**src/tsc_map.svh**
```systemverilog
`ifndef TSC_MAP_SVH
`define TSC_MAP_SVH

// register offsets on the serial register port
`define TSC_OFF_LINK_MODES 8'h00
`define TSC_OFF_SIDE_MODES 8'h01
`define TSC_OFF_RX_SET 8'h10
`define TSC_OFF_PULSE_LO 8'h11
`define TSC_OFF_PULSE_HI 8'h12
`define TSC_OFF_EQ_LO 8'h13
`define TSC_OFF_EQ_HI 8'h14
`define TSC_OFF_DRV_SET 8'h20

// reset values
`define TSC_RST_LINK_MODES 8'h40
`define TSC_RST_SIDE_MODES 8'h40
`define TSC_RST_RX_SET 8'h01
`define TSC_RST_PULSE 8'h00
`define TSC_RST_EQ 8'h00
`define TSC_RST_DRV_SET 8'h03

// writable bits per register
`define TSC_MASK_MODES 8'h43
`define TSC_MASK_RX_SET 8'h01
`define TSC_MASK_DRV_SET 8'h0F

// field positions
`define TSC_BIT_ENABLE 6
`define TSC_BIT_SRC_HI 1
`define TSC_BIT_SRC_LO 0
`define TSC_BIT_RX_TERM 0
`define TSC_BIT_PE_HI 3
`define TSC_BIT_PE_LO 2
`define TSC_BIT_OUT_TERM 1
`define TSC_BIT_OUT_CUR 0

// termination pulse timing
`define TSC_PULSE_MS 100
`define TSC_CLK_HZ 100000000
`define TSC_PULSE_CYCLES (`TSC_PULSE_MS * (`TSC_CLK_HZ / 1000))
`define TSC_CNT_W 24

`endif

```
**src/tsc_pkg.sv**
```systemverilog
package tsc_pkg;

   // configuration source of the register image
   typedef enum logic [1:0] {
      tsc_mode_parallel = 2'b01,
      tsc_mode_serial = 2'b10
   } tsc_mode_t;

   // high speed and auxiliary source codes
   typedef enum logic [1:0] {
      tsc_src_a = 2'b00,
      tsc_src_b = 2'b01,
      tsc_src_c = 2'b10,
      tsc_src_d = 2'b11
   } tsc_src_t;

endpackage : tsc_pkg

```
**src/tsc_pulse_timer.sv**
```systemverilog
`timescale 1ns/1ps
`include "tsc_map.svh"

module tsc_pulse_timer #(
   parameter int unsigned CYCLES = `TSC_PULSE_CYCLES
) (
   input wire logic clock,
   input wire logic rst_n,
   input wire logic start,
   output logic active
);

   localparam logic [`TSC_CNT_W-1:0] LOAD = CYCLES[`TSC_CNT_W-1:0];

   logic [`TSC_CNT_W-1:0] count_r;
   logic [`TSC_CNT_W-1:0] count_nxt;

   // restart wins over the running count
   assign count_nxt = start ? LOAD :
                      (count_r != '0) ? count_r - 1'b1 : count_r;
   assign active = (count_r != '0);

   // cycle counter of the disconnect interval
   always_ff @(posedge clock or negedge rst_n) begin
      if (!rst_n) begin
         count_r <= '0;
      end else begin
         count_r <= count_nxt;
      end
   end

   timer_reload_a: assert property (
      @(posedge clock) disable iff (!rst_n)
      start |=> (count_r == LOAD) && active)
      else $error("pulse timer did not reload on start");

endmodule : tsc_pulse_timer

```
**src/tsc_config.sv**
```systemverilog
// How it works
// - channels with a pulse bit set lose input termination for 100 ms after a source switch.
// - pulse bits 0-3 B0-B3, 4-7 A0-A3, 8-11 C3-C0, 12-15 D3-D0.
// - each equalization bit picks 6 dB when 0, 12 dB when 1.
// - two-bit pre-emphasis for all outputs: 0, 2, 4 or 6 dB.
// - output termination bit turns all output terminations off or on.
// - output current bit selects 10 mA or 20 mA for all channels.
// - strap pins count only from reset until the first serial access.
// - strap enable low gives standby with link off; high turns link on.
// - strap source code 00..11 routes link source A..D to the output.
// - strap mode keeps the auxiliary switch enabled; its enable reads 1.
// - same strap code routes auxiliary source A..D to the common port.
// - strap mode keeps input terminations on; its bit reads 1.
// - strap mode forces both pulse registers to zero.
// - strap equalization pin copied to all sixteen equalization bits.
// - strap driver image: pre-emphasis bits 3:2, termination 1, current 0.
// - mode images: enable bit 6, source bits 1:0, bits 5:2 zero.
// - input termination enable 0 turns all off; 1 on, subject to pulsing.
`timescale 1ns/1ps
`include "tsc_map.svh"

module tsc_config #(
   parameter int unsigned PULSE_CYCLES = `TSC_PULSE_CYCLES
) (
   input wire logic clock,
   input wire logic rst_n,
   input wire logic [7:0] reg_addr,
   input wire logic [7:0] reg_wdata,
   input wire logic reg_wr,
   input wire logic reg_rd,
   output logic [7:0] reg_rdata,
   input wire logic strap_link_enable,
   input wire logic [1:0] strap_source_select,
   input wire logic strap_eq_level,
   input wire logic [1:0] strap_preemph_pins,
   input wire logic strap_out_term,
   input wire logic strap_out_current,
   output logic parallel_mode,
   output logic link_enable,
   output logic standby,
   output logic [1:0] hs_source,
   output logic aux_enable,
   output logic [1:0] aux_source,
   output logic input_term_enable,
   output logic [15:0] term_connected,
   output logic [15:0] input_eq_select,
   output logic [1:0] out_preemph_level,
   output logic out_term_enable,
   output logic out_current_select,
   output logic term_pulse_active
);

   tsc_pkg::tsc_mode_t mode_r;
   tsc_pkg::tsc_mode_t mode_nxt;

   // strap synchronisers: first stage read only by second
   logic [7:0] strap_meta_r;
   logic [7:0] strap_sync_r;
   wire [7:0] strap_raw = {strap_link_enable, strap_source_select, strap_eq_level,
                           strap_preemph_pins, strap_out_term, strap_out_current};

   // register storage
   logic [7:0] link_modes_r;
   logic [7:0] side_modes_r;
   logic [7:0] rx_set_r;
   logic [7:0] pulse_lo_r;
   logic [7:0] pulse_hi_r;
   logic [7:0] eq_lo_r;
   logic [7:0] eq_hi_r;
   logic [7:0] drv_set_r;
   logic [7:0] link_modes_nxt;
   logic [7:0] side_modes_nxt;
   logic [7:0] rx_set_nxt;
   logic [7:0] pulse_lo_nxt;
   logic [7:0] pulse_hi_nxt;
   logic [7:0] eq_lo_nxt;
   logic [7:0] eq_hi_nxt;
   logic [7:0] drv_set_nxt;
   logic [7:0] rdata_r;
   logic [7:0] rdata_nxt;
   logic [1:0] prev_src_r;
   logic [15:0] term_conn_r;
   logic [15:0] term_conn_nxt;
   logic pulse_active;

   // synced strap fields
   wire s_en = strap_sync_r[7];
   wire [1:0] s_src = strap_sync_r[6:5];
   wire s_eq = strap_sync_r[4];
   wire [1:0] s_pe = strap_sync_r[3:2];
   wire s_oto = strap_sync_r[1];
   wire s_ocl = strap_sync_r[0];

   // mode decode
   wire is_par = (mode_r == tsc_pkg::tsc_mode_parallel);
   wire access = reg_wr | reg_rd;

   // strap register image
   wire [7:0] img_link = {1'b0, s_en, 4'h0, s_src};
   wire [7:0] img_side = {1'b0, 1'b1, 4'h0, s_src};
   wire [7:0] img_rx = 8'h01;
   wire [7:0] img_pulse = 8'h00;
   wire [7:0] img_eq = {8{s_eq}};
   wire [7:0] img_drv = {4'h0, s_pe, s_oto, s_ocl};

   // write strobes per register
   wire wr_link = reg_wr && (reg_addr == `TSC_OFF_LINK_MODES);
   wire wr_side = reg_wr && (reg_addr == `TSC_OFF_SIDE_MODES);
   wire wr_rx = reg_wr && (reg_addr == `TSC_OFF_RX_SET);
   wire wr_plo = reg_wr && (reg_addr == `TSC_OFF_PULSE_LO);
   wire wr_phi = reg_wr && (reg_addr == `TSC_OFF_PULSE_HI);
   wire wr_elo = reg_wr && (reg_addr == `TSC_OFF_EQ_LO);
   wire wr_ehi = reg_wr && (reg_addr == `TSC_OFF_EQ_HI);
   wire wr_drv = reg_wr && (reg_addr == `TSC_OFF_DRV_SET);

   // base value: strap image while strapped, stored value after
   wire [7:0] b_link = is_par ? img_link : link_modes_r;
   wire [7:0] b_side = is_par ? img_side : side_modes_r;
   wire [7:0] b_rx = is_par ? img_rx : rx_set_r;
   wire [7:0] b_plo = is_par ? img_pulse : pulse_lo_r;
   wire [7:0] b_phi = is_par ? img_pulse : pulse_hi_r;
   wire [7:0] b_elo = is_par ? img_eq : eq_lo_r;
   wire [7:0] b_ehi = is_par ? img_eq : eq_hi_r;
   wire [7:0] b_drv = is_par ? img_drv : drv_set_r;

   // the first access writes on top of the strap image
   assign link_modes_nxt = wr_link ? (reg_wdata & `TSC_MASK_MODES) : b_link;
   assign side_modes_nxt = wr_side ? (reg_wdata & `TSC_MASK_MODES) : b_side;
   assign rx_set_nxt = wr_rx ? (reg_wdata & `TSC_MASK_RX_SET) : b_rx;
   assign pulse_lo_nxt = wr_plo ? reg_wdata : b_plo;
   assign pulse_hi_nxt = wr_phi ? reg_wdata : b_phi;
   assign eq_lo_nxt = wr_elo ? reg_wdata : b_elo;
   assign eq_hi_nxt = wr_ehi ? reg_wdata : b_ehi;
   assign drv_set_nxt = wr_drv ? (reg_wdata & `TSC_MASK_DRV_SET) : b_drv;

   // any serial access ends strap mode for good
   assign mode_nxt = (is_par && access) ? tsc_pkg::tsc_mode_serial : mode_r;

   // read data select, unmapped reads give zero
   assign rdata_nxt =
      !reg_rd ? rdata_r :
      (reg_addr == `TSC_OFF_LINK_MODES) ? link_modes_r :
      (reg_addr == `TSC_OFF_SIDE_MODES) ? side_modes_r :
      (reg_addr == `TSC_OFF_RX_SET) ? rx_set_r :
      (reg_addr == `TSC_OFF_PULSE_LO) ? pulse_lo_r :
      (reg_addr == `TSC_OFF_PULSE_HI) ? pulse_hi_r :
      (reg_addr == `TSC_OFF_EQ_LO) ? eq_lo_r :
      (reg_addr == `TSC_OFF_EQ_HI) ? eq_hi_r :
      (reg_addr == `TSC_OFF_DRV_SET) ? drv_set_r : 8'h00;

   // strap pin synchroniser
   always_ff @(posedge clock or negedge rst_n) begin
      if (!rst_n) begin
         strap_meta_r <= 8'h00;
         strap_sync_r <= 8'h00;
      end else begin
         strap_meta_r <= strap_raw;
         strap_sync_r <= strap_meta_r;
      end
   end

   // mode state
   always_ff @(posedge clock or negedge rst_n) begin
      if (!rst_n) begin
         mode_r <= tsc_pkg::tsc_mode_parallel;
      end else begin
         mode_r <= mode_nxt;
      end
   end

   // configuration registers
   always_ff @(posedge clock or negedge rst_n) begin
      if (!rst_n) begin
         link_modes_r <= `TSC_RST_LINK_MODES;
         side_modes_r <= `TSC_RST_SIDE_MODES;
         rx_set_r <= `TSC_RST_RX_SET;
         pulse_lo_r <= `TSC_RST_PULSE;
         pulse_hi_r <= `TSC_RST_PULSE;
         eq_lo_r <= `TSC_RST_EQ;
         eq_hi_r <= `TSC_RST_EQ;
         drv_set_r <= `TSC_RST_DRV_SET;
      end else begin
         link_modes_r <= link_modes_nxt;
         side_modes_r <= side_modes_nxt;
         rx_set_r <= rx_set_nxt;
         pulse_lo_r <= pulse_lo_nxt;
         pulse_hi_r <= pulse_hi_nxt;
         eq_lo_r <= eq_lo_nxt;
         eq_hi_r <= eq_hi_nxt;
         drv_set_r <= drv_set_nxt;
      end
   end

   // read data and source history
   always_ff @(posedge clock or negedge rst_n) begin
      if (!rst_n) begin
         rdata_r <= 8'h00;
         prev_src_r <= 2'b00;
         term_conn_r <= 16'h0000;
      end else begin
         rdata_r <= rdata_nxt;
         prev_src_r <= link_modes_r[`TSC_BIT_SRC_HI:`TSC_BIT_SRC_LO];
         term_conn_r <= term_conn_nxt;
      end
   end

   // source switch restarts the disconnect interval
   wire src_change = (link_modes_r[`TSC_BIT_SRC_HI:`TSC_BIT_SRC_LO] != prev_src_r);

   tsc_pulse_timer #(
      .CYCLES(PULSE_CYCLES)
   ) u_timer (
      .clock(clock),
      .rst_n(rst_n),
      .start(src_change),
      .active(pulse_active)
   );

   wire [15:0] pulse_sel = {pulse_hi_r, pulse_lo_r};
   wire rx_term_on = rx_set_r[`TSC_BIT_RX_TERM];

   // per channel termination, index = source*4 + lane
   for (genvar i = 0; i < 16; i++) begin : g_term
      localparam int SRC = i / 4;
      localparam int LANE = i % 4;
      localparam int PBIT = (SRC == 0) ? 4 + LANE :
                            (SRC == 1) ? LANE :
                            (SRC == 2) ? 11 - LANE : 15 - LANE;
      assign term_conn_nxt[i] = rx_term_on &&
                                !(pulse_active && pulse_sel[PBIT]);
   end

   // outputs
   assign reg_rdata = rdata_r;
   assign parallel_mode = is_par;
   assign link_enable = link_modes_r[`TSC_BIT_ENABLE];
   assign standby = !link_modes_r[`TSC_BIT_ENABLE];
   assign hs_source = link_modes_r[`TSC_BIT_SRC_HI:`TSC_BIT_SRC_LO];
   assign aux_enable = side_modes_r[`TSC_BIT_ENABLE];
   assign aux_source = side_modes_r[`TSC_BIT_SRC_HI:`TSC_BIT_SRC_LO];
   assign input_term_enable = rx_term_on;
   assign term_connected = term_conn_r;
   assign input_eq_select = {eq_hi_r, eq_lo_r};
   assign out_preemph_level = drv_set_r[`TSC_BIT_PE_HI:`TSC_BIT_PE_LO];
   assign out_term_enable = drv_set_r[`TSC_BIT_OUT_TERM];
   assign out_current_select = drv_set_r[`TSC_BIT_OUT_CUR];
   assign term_pulse_active = pulse_active;

   // helper: cycles of the current pulse since its last restart
   logic [`TSC_CNT_W-1:0] run_r;
   always_ff @(posedge clock or negedge rst_n) begin
      if (!rst_n) begin
         run_r <= '0;
      end else begin
         run_r <= (src_change || !pulse_active) ? '0 : run_r + 1'b1;
      end
   end

   mode_one_way_a: assert property (
      @(posedge clock) disable iff (!rst_n)
      !is_par |=> !is_par)
      else $error("strap mode came back after serial access");

   first_access_a: assert property (
      @(posedge clock) disable iff (!rst_n)
      is_par && access |=> !is_par)
      else $error("first access did not leave strap mode");

   strap_link_a: assert property (
      @(posedge clock) disable iff (!rst_n)
      is_par && $past(is_par) && $past(rst_n)
         |-> link_enable == $past(s_en) && standby != link_enable)
      else $error("link enable does not follow strap");

   strap_aux_a: assert property (
      @(posedge clock) disable iff (!rst_n)
      is_par && $past(is_par) |-> aux_enable && aux_source == $past(s_src)
                                   && hs_source == $past(s_src))
      else $error("auxiliary image wrong in strap mode");

   strap_pulse_a: assert property (
      @(posedge clock) disable iff (!rst_n)
      is_par && $past(is_par) |-> pulse_sel == 16'h0000 && input_term_enable)
      else $error("pulse bits not forced in strap mode");

   strap_eq_a: assert property (
      @(posedge clock) disable iff (!rst_n)
      is_par && $past(is_par) |-> input_eq_select == {16{$past(s_eq)}})
      else $error("equalization not copied from strap");

   term_off_a: assert property (
      @(posedge clock) disable iff (!rst_n)
      !rx_term_on |=> term_connected == 16'h0000)
      else $error("termination connected while disabled");

   pulse_length_a: assert property (
      @(posedge clock) disable iff (!rst_n)
      run_r <= PULSE_CYCLES[`TSC_CNT_W-1:0])
      else $error("disconnect interval too long");

   pulse_start_a: assert property (
      @(posedge clock) disable iff (!rst_n)
      src_change |=> pulse_active)
      else $error("source change did not start interval");

   drv_image_a: assert property (
      @(posedge clock) disable iff (!rst_n)
      drv_set_r[7:4] == 4'h0 && link_modes_r[5:2] == 4'h0 && side_modes_r[5:2] == 4'h0)
      else $error("reserved image bits not zero");

   // termination follows the pulse map while enabled
   term_map_a: assert property (
      @(posedge clock) disable iff (!rst_n)
      rx_term_on && pulse_active |=> term_connected[4] == !$past(pulse_sel[0])
         && term_connected[0] == !$past(pulse_sel[4])
         && term_connected[11] == !$past(pulse_sel[8])
         && term_connected[15] == !$past(pulse_sel[12]))
      else $error("pulse bit drives the wrong channel");

   term_kept_a: assert property (
      @(posedge clock) disable iff (!rst_n)
      rx_term_on && !pulse_active |=> term_connected == 16'hFFFF)
      else $error("termination open outside the interval");

   pulse_end_a: assert property (
      @(posedge clock) disable iff (!rst_n)
      run_r == PULSE_CYCLES[`TSC_CNT_W-1:0] |-> !pulse_active)
      else $error("disconnect interval did not end on time");

   // register image checks
   strap_drv_a: assert property (
      @(posedge clock) disable iff (!rst_n)
      is_par && $past(is_par) && $past(rst_n)
         |-> drv_set_r == {4'h0, $past(s_pe), $past(s_oto), $past(s_ocl)})
      else $error("driver image does not follow strap");

   serial_hold_a: assert property (
      @(posedge clock) disable iff (!rst_n)
      !is_par && !reg_wr |=> $stable(link_modes_r) && $stable(side_modes_r)
         && $stable(drv_set_r))
      else $error("register changed without a write");

   write_mask_a: assert property (
      @(posedge clock) disable iff (!rst_n)
      reg_wr && reg_addr == `TSC_OFF_LINK_MODES
         |=> link_modes_r == ($past(reg_wdata) & `TSC_MASK_MODES))
      else $error("link mode write not masked");

endmodule : tsc_config

```
**config.mk**
```make
export PLATFORM = sky130hd
export DESIGN_NAME = tsc_config
export DESIGN_NICKNAME = d
export VERILOG_FILES = /design/src/tsc_pkg.sv /design/src/tsc_pulse_timer.sv /design/src/tsc_config.sv
export VERILOG_INCLUDE_DIRS = /design/src /design/src/src
export SDC_FILE = /design/constraint.sdc
export NUM_CORES = 1
export LEC_CHECK = 0
export BUFFER_PORTS_ARGS = -buffer_cell sky130_fd_sc_hd__clkbuf_2
export CAP_MARGIN = 20
export CORE_MARGIN = 5
export CORE_UTILIZATION = 40
export CTS_BUF_LIST = sky130_fd_sc_hd__clkbuf_8
export CTS_CLUSTER_DIAMETER = 120
export DETAILED_ROUTE_END_ITERATION = 16
export PLACE_DENSITY = 0.6
export SYNTH_ARGS = -nofsm -noshare
export SYNTH_HDL_FRONTEND = slang
export SYNTH_HIERARCHICAL = 1
export SYNTH_SLANG_ARGS = --single-unit
export TNS_END_PERCENT = 10
```
**constraint.sdc**
```tcl
create_clock -name clock -period 2.1 [get_ports clock]
set_input_delay 0.42 -clock clock [delete_from_list [all_inputs] [get_ports clock]]
set_output_delay 0.42 -clock clock [all_outputs]
set_load 0.02 [all_outputs]
```
==> impl_metrics.json <==
{
  "globalRouteOverflowTotal": 0,
  "synth-edff-count": 0,
  "detailedRoute.firstPassIterationCount": 5,
  "setup.worst_path.start": "u_timer/count_r[0]$_DFFE_PN0P_",
  "synth_top_cell_area_share": 0.481,
  "filler_cell_count": 1286,
  "wirelength_um": 14300,
  "path_clk_slew_ns": 0.11,
  "post-layout-total-power_w": 0.00493,
  "final_min_period_over_clock_period": 1.23,
  "die_w_um": 127,
  "crit_chain": "inv_2 > ha_4 > or4b_4 > nor4_4 > buf_4 > nand2_4 > buf_6",
  "internal-power_w": 0.00347,
  "violations": "setup timing",
  "slew-limit-headroom": 0.625,
  "globalRouteTotalUtil": 0.184,
  "post_synth_num_cell_types": 77,
  "critical_path.n_buffers_inverters": 3,
  "finish.net_count": 667,
  "cts_tree": "built",
  "synth.avg_cell_area_sq_um": 10.2,
  "cts_made_buffers": 9,
  "buffer_ports.inserted": 81,
  "finalClockSkew_ns": 0.0166,
  "row_count": 42,
  "detailedPlacementHpwl_um": 10600,
  "run_status": "finished, violations left",
  "gp_routability_congestion": 0.860,
  "max_freq_mhz": 387,
  "synth.ff_latch_count": 111,
  "post_layout_nonfiller_instances": 818,
  "cts_sinks": 111,
  "htreeDepth": 3,
  "vdd_drop_max_mv": 0.549,
  "drv.max_cap_violation_count": 0,
  "pwr-share-seq": 0.506,
  "timing.critical_path.arrival_ns": 2.16,
  "p_sw_frac": 0.298,
  "post-route-drc-count": 0,
  "min_path_cells": 1,
  "final-max-slew-violation-count": 0,
  "hold-path-endpoint": "strap_meta_r[7]$_DFF_PN0_",
  "synth_fp_nets": 568,
  "crit_fanout": 3,
  "power.density_nw_per_um2": 760,
  "share_clk_of_total_power": 0.274,
  "number_of_antenna_violations_at_the_first_check_in_global_routing": 0,
  "drt_iter0_markers": 390,
  "grt_pass1_wl_um": 23700,
  "die_height_um": 127,
  "die_area_sq_um": 16100,
  "yosysWarnings": 6,
  "wire_per_inst_um": 17.5,
  "io-pin-count": 82,
  "clock_latency_on_the_worst_skew_pair_ns": 0.39,
  "first_global_vias": 4451,
  "timing.critical_path.slowest_cell_delay_ns": 0.48,
  "post-route-worst-setup-slack_ns": -0.481,
  "timing.reg2reg.worst_path_depth": 8,
  "power_frac_comb": 0.220,
  "post_synthesis_cell_area_sq_um": 5470,
  "antenna_left": 0,
  "r2r_end": "u_timer/count_r[3]$_DFFE_PN0P_",
  "max_slew.worst_pin.slew_ns": 0.560,
  "hold_path_startpoint": "strap_link_enable",
  "diodes": 0,
  "worst_path_dominant_cell_family": "simple AND/OR/NAND/NOR gates",
  "syn-instance-count": 538,
  "ctsRootBufferMaster": "sky130_fd_sc_hd__clkbuf_8",
  "core-area_sq_um": 13300,
  "synth_top_area_cell": "sky130_fd_sc_hd__dfrtp_1",
  "cts.path.max_buffers": 2,
  "setup_viol": 15,
  "synth_seq_area_share": 0.509,
  "report.final.hold_viol_count": 0,
  "cp_slowest_cell": "sky130_fd_sc_hd__or4b_4",
  "type_of_element_capturing_the_critical_path": "primary output",
  "flow.area_growth_from_synthesis_pct": 18.8,
  "ys_top_cells_by_area": "sky130_fd_sc_hd__dfrtp_1, sky130_fd_sc_hd__a21oi_1, sky130_fd_sc_hd__nor2_1",
  "async_set_or_reset_register_ratio_after_synthesis": 1.00,
  "final_layout_size_suffix_gt1_frac": 0.302,
  "rrSetupSlack_ns": -0.10,
  "cp-start-kind": "flop",
  "floorplan.initialDensity": 0.410,
  "via_count": 4440,
  "grt_start_max_net_pins": 45,
  "power_switching_w": 0.00147,
  "min_period_ns": 2.58,
  "required_ns": 1.68,
  "dp_cells": 794,
  "ys_dominant_reg_cell": "sky130_fd_sc_hd__dfrtp_1",
  "vias_per_cell": 5.43,
  "grt_setup_unrepaired": "yes",
  "path_class": "reg -> out",
  "timing.hold.worst.class": "in -> reg",
  "power.leakage_nw": 2.93,
  "reg_to_reg_start": "u_timer/count_r[0]$_DFFE_PN0P_"
}
how the worst max path moves through the flow:
stage                              to  cells past startpoint
finish              term_pulse_active                      7
CTS                 term_pulse_active                      7
global route        term_pulse_active                      7
global placement    term_pulse_active                      7
detailed placement  term_pulse_active                      7
floorplan           term_pulse_active                      7
stage by stage:
step	utilization	TNS [ns]	hold WS, ns	cell area, sq um	setup WS [ns]
3_3_place_gp	0.463	0	0.332	6180	0.0402
2_1_floorplan	-	0	0.124	5470	0.0119
3_5_place_dp	0.463	-0.0175	0.335	6180	-0.0175
5_1_grt	0.486	-3.04	0.106	6490	-0.567
4_1_cts	0.480	-0.442	0.109	6400	-0.442
6_report	0.486	-1.06	0.130	6490	-0.481
Yosys cell counts (3+ instances only):
library cell,number
sky130_fd_sc_hd__dfrtp_1,105
sky130_fd_sc_hd__a21oi_1,51
sky130_fd_sc_hd__nor2_1,50
sky130_fd_sc_hd__nand2_1,36
sky130_fd_sc_hd__o21ai_0,28
sky130_fd_sc_hd__nand3_1,20
sky130_fd_sc_hd__inv_1,18
sky130_fd_sc_hd__a21boi_0,16
sky130_fd_sc_hd__nor2b_1,16
sky130_fd_sc_hd__clkbuf_1,15
sky130_fd_sc_hd__mux2_2,13
sky130_fd_sc_hd__and3_1,11
sky130_fd_sc_hd__a211oi_1,8
sky130_fd_sc_hd__buf_2,8
sky130_fd_sc_hd__mux2i_1,8
sky130_fd_sc_hd__o2bb2ai_1,7
sky130_fd_sc_hd__a31oi_1,6
sky130_fd_sc_hd__dfstp_2,6
sky130_fd_sc_hd__nor4_1,6
sky130_fd_sc_hd__nand3b_1,5
sky130_fd_sc_hd__nand4_1,5
sky130_fd_sc_hd__nor3_1,5
sky130_fd_sc_hd__and2_1,4
sky130_fd_sc_hd__nand2b_1,4
sky130_fd_sc_hd__o31ai_1,4
sky130_fd_sc_hd__a211oi_2,3
sky130_fd_sc_hd__a222oi_1,3
sky130_fd_sc_hd__a31o_2,3
sky130_fd_sc_hd__buf_6,3
sky130_fd_sc_hd__o32a_1,3
sky130_fd_sc_hd__or3_2,3
sky130_fd_sc_hd__or4_2,3
power groups by stage:
stage          Clock [W]  Sequential, W  Combinational [W]
2_1_floorplan          0        0.00257           0.000584
3_3_place_gp           0        0.00252           0.000987
3_5_place_dp           0        0.00253            0.00102
4_1_cts          0.00140        0.00249            0.00103
5_1_grt          0.00148        0.00253            0.00121
6_report         0.00135        0.00250            0.00109
cell families after synthesis:
group,Yosys count,synth area share
AND/OR/NAND/NOR,199,0.211
AO/OA/AOI/OAI,150,0.180
multiplexers,21,0.0414
XOR/XNOR,2,0.00320
buffers and inverters,53,0.0501
flip-flops,111,0.509
adder cells (fa/ha/maj),2,0.00458
cells in the final DEF (no fill, tap or decap), drive strengths merged, types with 3 or more instances in the layout:
cell | netlist | layout
dfrtp | 105 | 105
clkbuf | 18 | 91
a21oi | 53 | 53
nor2 | 50 | 50
buf | 15 | 42
nand2 | 37 | 37
o21ai | 28 | 28
nand3 | 20 | 20
inv | 18 | 19
a21boi | 17 | 17
nor2b | 16 | 16
mux2 | 13 | 13
and3 | 11 | 11
a211oi | 11 | 11
nor4 | 9 | 9
mux2i | 8 | 8
nor3 | 8 | 8
o2bb2ai | 7 | 7
a31oi | 6 | 6
dfstp | 6 | 6
nand4 | 6 | 6
nand3b | 5 | 5
and2 | 5 | 5
or3 | 5 | 5
or4 | 5 | 5
nand2b | 4 | 4
o31ai | 4 | 4
nor4b | 4 | 4
a31o | 3 | 3
o32a | 3 | 3
a222oi | 3 | 3
clkinv | 1 | 3
per-layer routing:
metal  part of all wire  vias to the layer above  GRT usage  routed length (um)
li1                   -                     2131          -                   -
met1               0.44                     2164      0.253                6350
met2               0.48                      129      0.289                6900
met3              0.062                       16     0.0521                 890
met4              0.013                        0     0.0435                 182
met5                  0                        -          0                   0
final cells by class:
class,instances,area (sq um),share of cell area
inverters,19,71.3,0.0110
clock inverters,4,43.8,0.00675
clock buffers,12,165,0.0254
flip-flops and latches,111,2790,0.429
repair buffers,122,773,0.119
multi-input cells,374,2430,0.375
well taps,176,220,0.0339
timing repair:
action,CTS,global route
hold buffers,1,0
buffers inserted,1,6
endpoints found under the setup margin,2,29
pin swaps,0,3
endpoints found under the hold margin,33,0
resized for setup,0,25
registers in the layout, summed over array words and instances (netlist names), 8 cells and up:
signal	count
strap_sync_r	8
strap_meta_r	8
eq_hi_r	8
u_timer/count_r	24
eq_lo_r	8
reg_rdata	8
pulse_hi_r	8
pulse_lo_r	8
term_connected	16
Note: power is estimated with default switching activity, not from simulation.
